## src/rtl/ddl_pkg.sv

```systemverilog
package ddl_pkg;
   // Serial command word layout.
   localparam int WORD_BITS = 16;
   localparam int BIT_CHAN = 15;
   localparam int BIT_RANGE = 14;
   localparam int BIT_MODE_HI = 13;
   localparam int BIT_MODE_LO = 12;
   localparam int CODE_BITS = 12;
   localparam int CNT_BITS = 5;
   // Sleep mode encodings.
   localparam logic [1:0] MODE_NORMAL = 2'h0;
   localparam logic [1:0] MODE_1K = 2'h1;
   localparam logic [1:0] MODE_100K = 2'h2;
   localparam logic [1:0] MODE_HIZ = 2'h3;
   // Reset values.
   localparam logic [11:0] CODE_RESET = 12'h000;
   localparam logic RANGE_RESET = 1'b0;
   localparam logic [1:0] MODE_RESET = 2'h0;
   // Wake-up delay, in nanoseconds, at 5 V and 3 V supply.
   localparam int CLOCK_NS = 25;
   localparam int WAKE_5V_NS = 2500;
   localparam int WAKE_3V_NS = 5000;
   localparam int WAKE_5V_CYC = WAKE_5V_NS / CLOCK_NS;
   localparam int WAKE_3V_CYC = WAKE_3V_NS / CLOCK_NS;
   localparam int WAKE_BITS = 8;
   // Host link clock divider: half period in system clocks.
   localparam int HALF_DIV = 4;
   localparam int DIV_BITS = 3;
   // Host register offsets.
   localparam logic [3:0] REG_CMD = 4'h0;
   localparam logic [3:0] REG_STATUS = 4'h1;
   localparam logic [3:0] REG_PINS = 4'h2;
   // Reset value of host pin register: load high, clear high, sleep high.
   localparam logic [2:0] PINS_RESET = 3'h7;
endpackage

```

## src/rtl/ddl_link_if.sv

```systemverilog
`timescale 1ns/100ps
// Serial link between the master and the converter control.
interface ddl_link_if;
   logic frame_n; // Frame sync, active low chip enable.
   logic sclk; // Shift clock, idles low.
   logic sdata; // Serial data, valid at falling edge.
   logic load_outputs_n; // Load strobe, active low.
   logic clear_all_n; // Asynchronous clear, active low.
   logic sleep_override_n; // Hardware power-down, active low.
   modport master (output frame_n, output sclk, output sdata,
      output load_outputs_n, output clear_all_n,
      output sleep_override_n);
   modport device (input frame_n, input sclk, input sdata,
      input load_outputs_n, input clear_all_n,
      input sleep_override_n);
endinterface

```

## src/rtl/ddl_sync.sv

```systemverilog
`timescale 1ns/100ps
// Two-stage synchroniser for a group of pin inputs.
module ddl_sync #(
   parameter int WIDTH = 1,
   parameter logic [WIDTH-1:0] INIT = '0
) (
   input wire logic i_clock,
   input wire logic i_rst,
   input wire logic i_enable,
   input wire logic [WIDTH-1:0] i_async,
   output logic [WIDTH-1:0] o_sync
);
   logic [WIDTH-1:0] stage1; // First stage, read only by the second.

   // Each bit passes two flip-flops before any logic reads it.
   always_ff @(posedge i_clock) begin
      if (i_rst) begin
         stage1 <= INIT;
         o_sync <= INIT;
      end else if (i_enable) begin
         stage1 <= i_async;
         o_sync <= stage1;
      end
   end
endmodule

```

## src/rtl/ddl_device.sv

```systemverilog
`timescale 1ns/100ps
module ddl_device #(
   parameter int RESOLUTION = 12 // 12, 10 or 8 bit variant.
) (
   input wire logic i_clock,
   input wire logic i_rst,
   input wire logic i_enable,
   input wire logic i_supply_3v, // Selects the longer wake-up delay.
   ddl_link_if.device link,
   output logic [11:0] o_code_a, // Channel A converter code.
   output logic [11:0] o_code_b, // Channel B converter code.
   output logic o_range_a, // Channel A doubled range.
   output logic o_range_b, // Channel B doubled range.
   output logic [1:0] o_mode_a, // Channel A effective sleep mode.
   output logic [1:0] o_mode_b, // Channel B effective sleep mode.
   output logic o_ready_a, // Channel A output awake and settled.
   output logic o_ready_b, // Channel B output awake and settled.
   output logic o_buffers_on // Shift clock and data buffers powered.
);
   logic [5:0] pins; // Synchronised pins.
   logic frame_n; // Synchronised frame sync.
   logic sclk; // Synchronised shift clock.
   logic sdata; // Synchronised serial data.
   logic load_n; // Synchronised load strobe.
   logic clear_n; // Synchronised clear.
   logic sleep_n; // Synchronised override.
   logic sclk_d; // Shift clock one cycle ago.
   logic frame_d; // Frame sync one cycle ago.
   logic [15:0] shift; // Input shift register.
   logic [4:0] count; // Falling edges taken this frame.
   logic fall; // Falling shift clock edge this cycle.
   logic frame_start; // Falling frame sync this cycle.
   logic done; // Sixteenth edge taken this cycle.
   logic [15:0] word; // Word as it will stand after this edge.
   logic [11:0] code_mask; // Keeps only the variant's code bits.
   logic [11:0] in_reg [2]; // Input registers per channel.
   logic [11:0] dac_reg [2]; // DAC registers per channel.
   logic pending [2]; // Input written since last DAC update.
   logic range_reg [2]; // Latched range per channel.
   logic [1:0] mode_reg [2]; // Latched software mode per channel.
   logic [1:0] eff_mode [2]; // Mode after the override.
   logic [1:0] prev_mode [2]; // Effective mode one cycle ago.
   logic [7:0] wake_cnt [2]; // Cycles left before output is ready.
   logic [7:0] wake_len; // Wake-up length for this supply.

   // Pins come from outside the clock domain.
   // Reset levels: frame, load, clear and override high; clock, data low.
   ddl_sync #(.WIDTH(6), .INIT(6'h27)) u_sync (
      .i_clock(i_clock),
      .i_rst(i_rst),
      .i_enable(i_enable),
      .i_async({link.frame_n, link.sclk, link.sdata, link.load_outputs_n,
         link.clear_all_n, link.sleep_override_n}),
      .o_sync(pins)
   );
   assign {frame_n, sclk, sdata, load_n, clear_n, sleep_n} = pins;

   // Edge detection on the synchronised shift clock and frame sync.
   always_ff @(posedge i_clock) begin
      if (i_rst) begin
         sclk_d <= 1'b0;
         frame_d <= 1'b1;
      end else if (i_enable) begin
         sclk_d <= sclk;
         frame_d <= frame_n;
      end
   end
   assign frame_start = frame_d && !frame_n;
   // Edges count only while frame low and buffers powered.
   assign fall = sclk_d && !sclk && !frame_n && o_buffers_on;
   assign done = fall && (count == 5'(ddl_pkg::WORD_BITS - 1));
   assign word = {shift[14:0], sdata};
   // Narrow variants ignore the lowest code bits.
   assign code_mask = 12'hfff << (ddl_pkg::CODE_BITS - RESOLUTION);
   assign wake_len = i_supply_3v ? 8'(ddl_pkg::WAKE_3V_CYC)
      : 8'(ddl_pkg::WAKE_5V_CYC);

   // Shift register and edge counter; frame high clears the counter only.
   always_ff @(posedge i_clock) begin
      if (i_rst) begin
         shift <= 16'h0000;
         count <= 5'h00;
      end else if (i_enable) begin
         if (frame_n) begin
            count <= 5'h00;
         end else if (fall) begin
            shift <= word;
            count <= count + 5'h01;
         end
      end
   end

   // Buffers power down after a full word, back on at frame fall.
   always_ff @(posedge i_clock) begin
      if (i_rst) begin
         o_buffers_on <= 1'b1;
      end else if (i_enable) begin
         if (frame_start) begin
            o_buffers_on <= 1'b1;
         end else if (done) begin
            o_buffers_on <= 1'b0;
         end
      end
   end

   // Per channel registers.
   genvar ch;
   generate
      for (ch = 0; ch < 2; ch++) begin : g_chan
         logic hit; // Completed word addresses this channel.
         assign hit = done && (word[ddl_pkg::BIT_CHAN] == 1'(ch));

         // Input register, range and mode; clear zeroes codes only.
         always_ff @(posedge i_clock) begin
            if (i_rst) begin
               in_reg[ch] <= ddl_pkg::CODE_RESET;
               range_reg[ch] <= ddl_pkg::RANGE_RESET;
               mode_reg[ch] <= ddl_pkg::MODE_RESET;
            end else if (i_enable && !clear_n) begin
               in_reg[ch] <= ddl_pkg::CODE_RESET;
            end else if (i_enable && hit) begin
               in_reg[ch] <= word[11:0] & code_mask;
               range_reg[ch] <= word[ddl_pkg::BIT_RANGE];
               mode_reg[ch] <= word[ddl_pkg::BIT_MODE_HI:
                  ddl_pkg::BIT_MODE_LO];
            end
         end

         // DAC register follows input while load is low and pending.
         always_ff @(posedge i_clock) begin
            if (i_rst) begin
               dac_reg[ch] <= ddl_pkg::CODE_RESET;
               pending[ch] <= 1'b0;
            end else if (i_enable && !clear_n) begin
               dac_reg[ch] <= ddl_pkg::CODE_RESET;
               pending[ch] <= 1'b0;
            end else if (i_enable) begin
               if (hit) begin
                  pending[ch] <= 1'b1;
               end else if (!load_n) begin
                  pending[ch] <= 1'b0;
               end
               if (!load_n && pending[ch]) begin
                  dac_reg[ch] <= in_reg[ch];
               end
            end
         end

         // Override forces high impedance; modes never touch codes.
         assign eff_mode[ch] = sleep_n ? mode_reg[ch]
            : ddl_pkg::MODE_HIZ;

         // Wake-up counter starts when the output leaves sleep.
         always_ff @(posedge i_clock) begin
            if (i_rst) begin
               prev_mode[ch] <= ddl_pkg::MODE_RESET;
               wake_cnt[ch] <= 8'h00;
            end else if (i_enable) begin
               prev_mode[ch] <= eff_mode[ch];
               if (eff_mode[ch] != ddl_pkg::MODE_NORMAL) begin
                  wake_cnt[ch] <= 8'h00;
               end else if (prev_mode[ch] != ddl_pkg::MODE_NORMAL) begin
                  wake_cnt[ch] <= wake_len;
               end else if (wake_cnt[ch] != 8'h00) begin
                  wake_cnt[ch] <= wake_cnt[ch] - 8'h01;
               end
            end
         end
      end
   endgenerate

   // Registered outputs.
   always_ff @(posedge i_clock) begin
      if (i_rst) begin
         o_code_a <= ddl_pkg::CODE_RESET;
         o_code_b <= ddl_pkg::CODE_RESET;
         o_range_a <= ddl_pkg::RANGE_RESET;
         o_range_b <= ddl_pkg::RANGE_RESET;
         o_mode_a <= ddl_pkg::MODE_RESET;
         o_mode_b <= ddl_pkg::MODE_RESET;
         o_ready_a <= 1'b1;
         o_ready_b <= 1'b1;
      end else if (i_enable) begin
         o_code_a <= dac_reg[0];
         o_code_b <= dac_reg[1];
         o_range_a <= range_reg[0];
         o_range_b <= range_reg[1];
         o_mode_a <= eff_mode[0];
         o_mode_b <= eff_mode[1];
         o_ready_a <= (eff_mode[0] == ddl_pkg::MODE_NORMAL)
            && (prev_mode[0] == ddl_pkg::MODE_NORMAL)
            && (wake_cnt[0] <= 8'h01);
         o_ready_b <= (eff_mode[1] == ddl_pkg::MODE_NORMAL)
            && (prev_mode[1] == ddl_pkg::MODE_NORMAL)
            && (wake_cnt[1] <= 8'h01);
      end
   end
endmodule

```

## src/flat_wrapper.sv

```systemverilog
// flat-port wrapper written by rule: the top's interface ports become plain ports
module ddl_device_flat 
#(
   parameter int RESOLUTION = 12                            
)
  (i_clock, i_rst, i_enable, i_supply_3v, o_code_a, o_code_b, o_range_a, o_range_b, o_mode_a, o_mode_b, o_ready_a, o_ready_b, o_buffers_on, link_frame_n, link_sclk, link_sdata, link_load_outputs_n, link_clear_all_n, link_sleep_override_n);
  ddl_link_if link_i ();
  input wire logic i_clock;
  input wire logic i_rst;
  input wire logic i_enable;
  input wire logic i_supply_3v;
  output logic [11:0] o_code_a;
  output logic [11:0] o_code_b;
  output logic o_range_a;
  output logic o_range_b;
  output logic [1:0] o_mode_a;
  output logic [1:0] o_mode_b;
  output logic o_ready_a;
  output logic o_ready_b;
  output logic o_buffers_on;
  input wire logic [$bits(link_i.frame_n)-1:0] link_frame_n;
  input wire logic [$bits(link_i.sclk)-1:0] link_sclk;
  input wire logic [$bits(link_i.sdata)-1:0] link_sdata;
  input wire logic [$bits(link_i.load_outputs_n)-1:0] link_load_outputs_n;
  input wire logic [$bits(link_i.clear_all_n)-1:0] link_clear_all_n;
  input wire logic [$bits(link_i.sleep_override_n)-1:0] link_sleep_override_n;
  assign link_i.frame_n = link_frame_n;
  assign link_i.sclk = link_sclk;
  assign link_i.sdata = link_sdata;
  assign link_i.load_outputs_n = link_load_outputs_n;
  assign link_i.clear_all_n = link_clear_all_n;
  assign link_i.sleep_override_n = link_sleep_override_n;
  ddl_device #(.RESOLUTION(RESOLUTION)) u_core (.i_clock(i_clock), .i_rst(i_rst), .i_enable(i_enable), .i_supply_3v(i_supply_3v), .link(link_i), .o_code_a(o_code_a), .o_code_b(o_code_b), .o_range_a(o_range_a), .o_range_b(o_range_b), .o_mode_a(o_mode_a), .o_mode_b(o_mode_b), .o_ready_a(o_ready_a), .o_ready_b(o_ready_b), .o_buffers_on(o_buffers_on));
endmodule
```

## config.mk

```make
export PLATFORM = sky130hd
export DESIGN_NAME = ddl_device_flat
export DESIGN_NICKNAME = d
export VERILOG_FILES = /design/src/rtl/ddl_pkg.sv /design/src/rtl/ddl_link_if.sv /design/src/rtl/ddl_sync.sv /design/src/rtl/ddl_device.sv /design/src/flat_wrapper.sv
export SDC_FILE = /design/constraint.sdc
export NUM_CORES = 1
export LEC_CHECK = 0
export ABC_AREA = 1
export BUFFER_PORTS_ARGS = -buffer_cell sky130_fd_sc_hd__buf_2
export CORE_ASPECT_RATIO = 1.1
export CORE_UTILIZATION = 44
export CTS_CLUSTER_DIAMETER = 200
export CTS_CLUSTER_SIZE = 12
export DETAILED_ROUTE_END_ITERATION = 7
export HOLD_SLACK_MARGIN = 0.02
export PLACE_DENSITY_LB_ADDON = 0.12
export SYNTH_ARGS = -nofsm -noshare
export SYNTH_HDL_FRONTEND = slang
export SYNTH_SLANG_ARGS = --single-unit
```

## constraint.sdc

```tcl
create_clock -name i_clock -period 4.65 [get_ports i_clock]
set_input_delay 0.2325 -clock i_clock [delete_from_list [all_inputs] [get_ports i_clock]]
set_output_delay 0.2325 -clock i_clock [all_outputs]
set_load 0.01 [all_outputs]
```

==> summary.txt <==
#FFs+latches synth -> 143
Initial Util -> 0.4544
Final worst setup slack -> 2465 ps
Net Count, Synth -> 602
Layout Cells excl Fill -> 799
DIE WIDTH -> 111.2 um
Worst skew pair latency -> 420 ps
DRT Pass-1 Iters -> 6
Clk pwr share -> 0.471
Die height -> 122.1 um
Endpoints failing hold -> 0
Global-route wire length before repair -> 16.75 mm
Max Root-Sink Buffers -> 2
Crit Path Category -> flop to flop
Synth Instances -> 584
Final min period -> 2185 ps
Final period util -> 0.4699
GRT overflow -> 0
Unrepaired setup endpoints after global routing -> false
Mapped Area -> 5769 um2
P per Cell Area -> 438.5 nW/um2
GPL Wtd Cong -> 0.8224
Slew HR -> 0.3743
Residual DRC -> 7
Slew at the pin closest to its max-slew limit -> 934.2 ps
CORE AREA -> 12700 um2
Wire length per cell -> 12.89 um
Layout net count -> 647
Vias per cell -> 4.740
Cell taking the most area after synthesis -> edfxtp_1
CP max FO -> 18
Setup TNS -> 0 ps
Final core occ -> 0.5278
DP Wirelength -> 7.292 mm
Top post-synthesis cells by area -> edfxtp_1 (40%), dfxtp_1 (23%), nor2_1 (8.7%), nand2_1 (5.4%), inv_1 (5.2%)
Yosys cell types -> 30
Antenna-violating nets left -> 0
Post-CTS resize count -> 0
CTS tree -> done
Max Cap Viol -> 0
FP Rows -> 43
Worst Hold Class -> primary input to flop
Final Skew -> 5.760 ps
Share of the synthesized area in the top cell type -> 0.3956
Clock-pin slew on the worst setup and hold paths -> 60 ps
Flop pwr share -> 0.478
Status -> complete, but fails checks
Post-CTS setup buffers -> 0
Initial antenna violation count -> 0
Pre-CTS setup slack -> 2353 ps
DRT iter0 DRCs -> 242
Depth of the CTS H-tree -> 4
Clk sinks -> 143
CTS root buffer -> clkbuf_16
Combinational share of power -> 0.051
Placed Cells -> 766
Synth warnings -> 0
Switching Share -> 0.2174
Leak Pwr -> 0.002896 uW
Count of pins over their slew limit -> 0
CP arrival -> 2240 ps
Net Sw Power -> 638.7 uW
All-layer global routing usage -> 0.1612
Hold_buf cts -> 1
Top-level I/O count -> 43
# setup viols final -> 0
Largest net degree at the start of global routing -> 42
Routed wire length -> 10.30 mm
IR drop worst, VDD -> 0.0002602 V
Vias in the first global route -> 3482
ANT cells -> 0
Area grow syn2layout -> 16.16%
Buffers on Ports -> 42
TritonCTS buffer count -> 17
Max Clock Freq -> 457.7 MHz
CP required -> 4710 ps
Pint -> 2300 uW
Mean post-synth cell area -> 9.879 um2
Share of cells above drive strength 1 -> 0.1495
Worst setup EP type -> flop
DR vias -> 3787
Failing checks -> DRC
DIE AREA -> 13570 um2
Post-synthesis sequential area ratio -> 0.6281
Crit start category -> flop
## power groups by stage
| stage | Sequential, uW | Combinational [uW] | Clock [uW] |
|---|---|---|---|
| floorplan | 1430 | 103 | 0 |
| global placement | 1430 | 148 | 0 |
| detailed placement | 1430 | 150 | 0 |
| CTS | 1410 | 152 | 1410 |
| global route | 1410 | 169 | 1450 |
| finish | 1410 | 150 | 1380 |
## stage by stage
stage | hold WS (ps) | total power (uW) | instance area, um2
after floorplan | 301.6 | 1535 | 5769
after global placement | 440.7 | 1579 | 6073
after detailed placement | 439.7 | 1582 | 6073
after CTS | 25.53 | 2967 | 6701
after global routing | 64.41 | 3034 | 6701
final | 47.81 | 2938 | 6701
## worst paths after layout
path                        start                       to  slack [ps]  cells after the start
min                    link_sdata  u_core.u_sync.stage1[3]          50                      3
max               u_core.count[0]      u_core.in_reg[1][0]        2470                      8
min reg2reg  u_core.dac_reg[0][5]              o_code_a[5]         450                      1
max reg2reg       u_core.count[0]      u_core.in_reg[1][0]        2470                      8
## cell families (layout without fill, tap and decap cells)
| logic type | Yosys count | after routing | synth area share |
|---|---|---|---|
| compound gates | 78 | 78 | 0.08718 |
| buf+inv | 104 | 162 | 0.07612 |
| simple gates | 245 | 245 | 0.1822 |
| xor+xnor | 6 | 6 | 0.009110 |
| flops | 143 | 143 | 0.6281 |
| fa+ha+maj | 8 | 8 | 0.01735 |
## critical path, cell delays in order (launching register included)
cell	delay, ps
dfxtp_1	380
ha_1	180
nand2_1	70
nor2_1	90
ha_1	140
inv_1	50
nor2_4	210
nand4_4	250
nand2_1	450
## cells in the mapped netlist
master	number
nand4_1	4
nor2_2	3
a21oi_1	11
nor3_1	1
nand2_2	3
nand3_2	2
o21bai_1	1
nand3_1	9
buf_2	9
nand4_4	2
nor2_8	1
nor2_4	4
edfxtp_1	76
buf_6	4
nor2_1	133
xor2_1	3
o22ai_1	2
inv_2	5
a22oi_1	3
a22o_1	26
xnor2_1	3
inv_1	80
dfxtp_1	67
buf_4	2
o21ai_1	2
ha_1	8
clkbuf_1	4
o21ai_0	31
nand2_1	83
a31oi_1	2
## layout make-up
type / instances / area [um2]
Clock buffer: 22 / 495.5
Clock inverter: 10 / 122.6
Fill cell: 1152 / 5996
Inverter: 85 / 319.1
Multi-Input combinational cell: 337 / 1709
Sequential cell: 143 / 3623
Tap cell: 157 / 196.4
Timing Repair Buffer: 45 / 235.2
## placed cells by master (no fill, tap or decap), drive strengths merged, types with 3 or more instances in the layout
cell type and instances:
nor2 141, inv 88, nand2 86, edfxtp 76
dfxtp 67, buf 44, o21ai 33, a22o 26
clkbuf 22, a21oi 11, nand3 11, ha 8
nand4 6, clkinv 4, xnor2 3, xor2 3
a22oi 3
## layer usage
metal  vias up  wire (um)  share of wire  GRT usage
met5         -          0              0          0
met4         0        152          0.015    0.06588
met3        13        309          0.030    0.04876
met2        57       4768           0.46     0.2523
met1      1738       5073           0.49     0.2096
li1       1979          -              -          -
No activity file was read; power rests on OpenSTA's default activity.
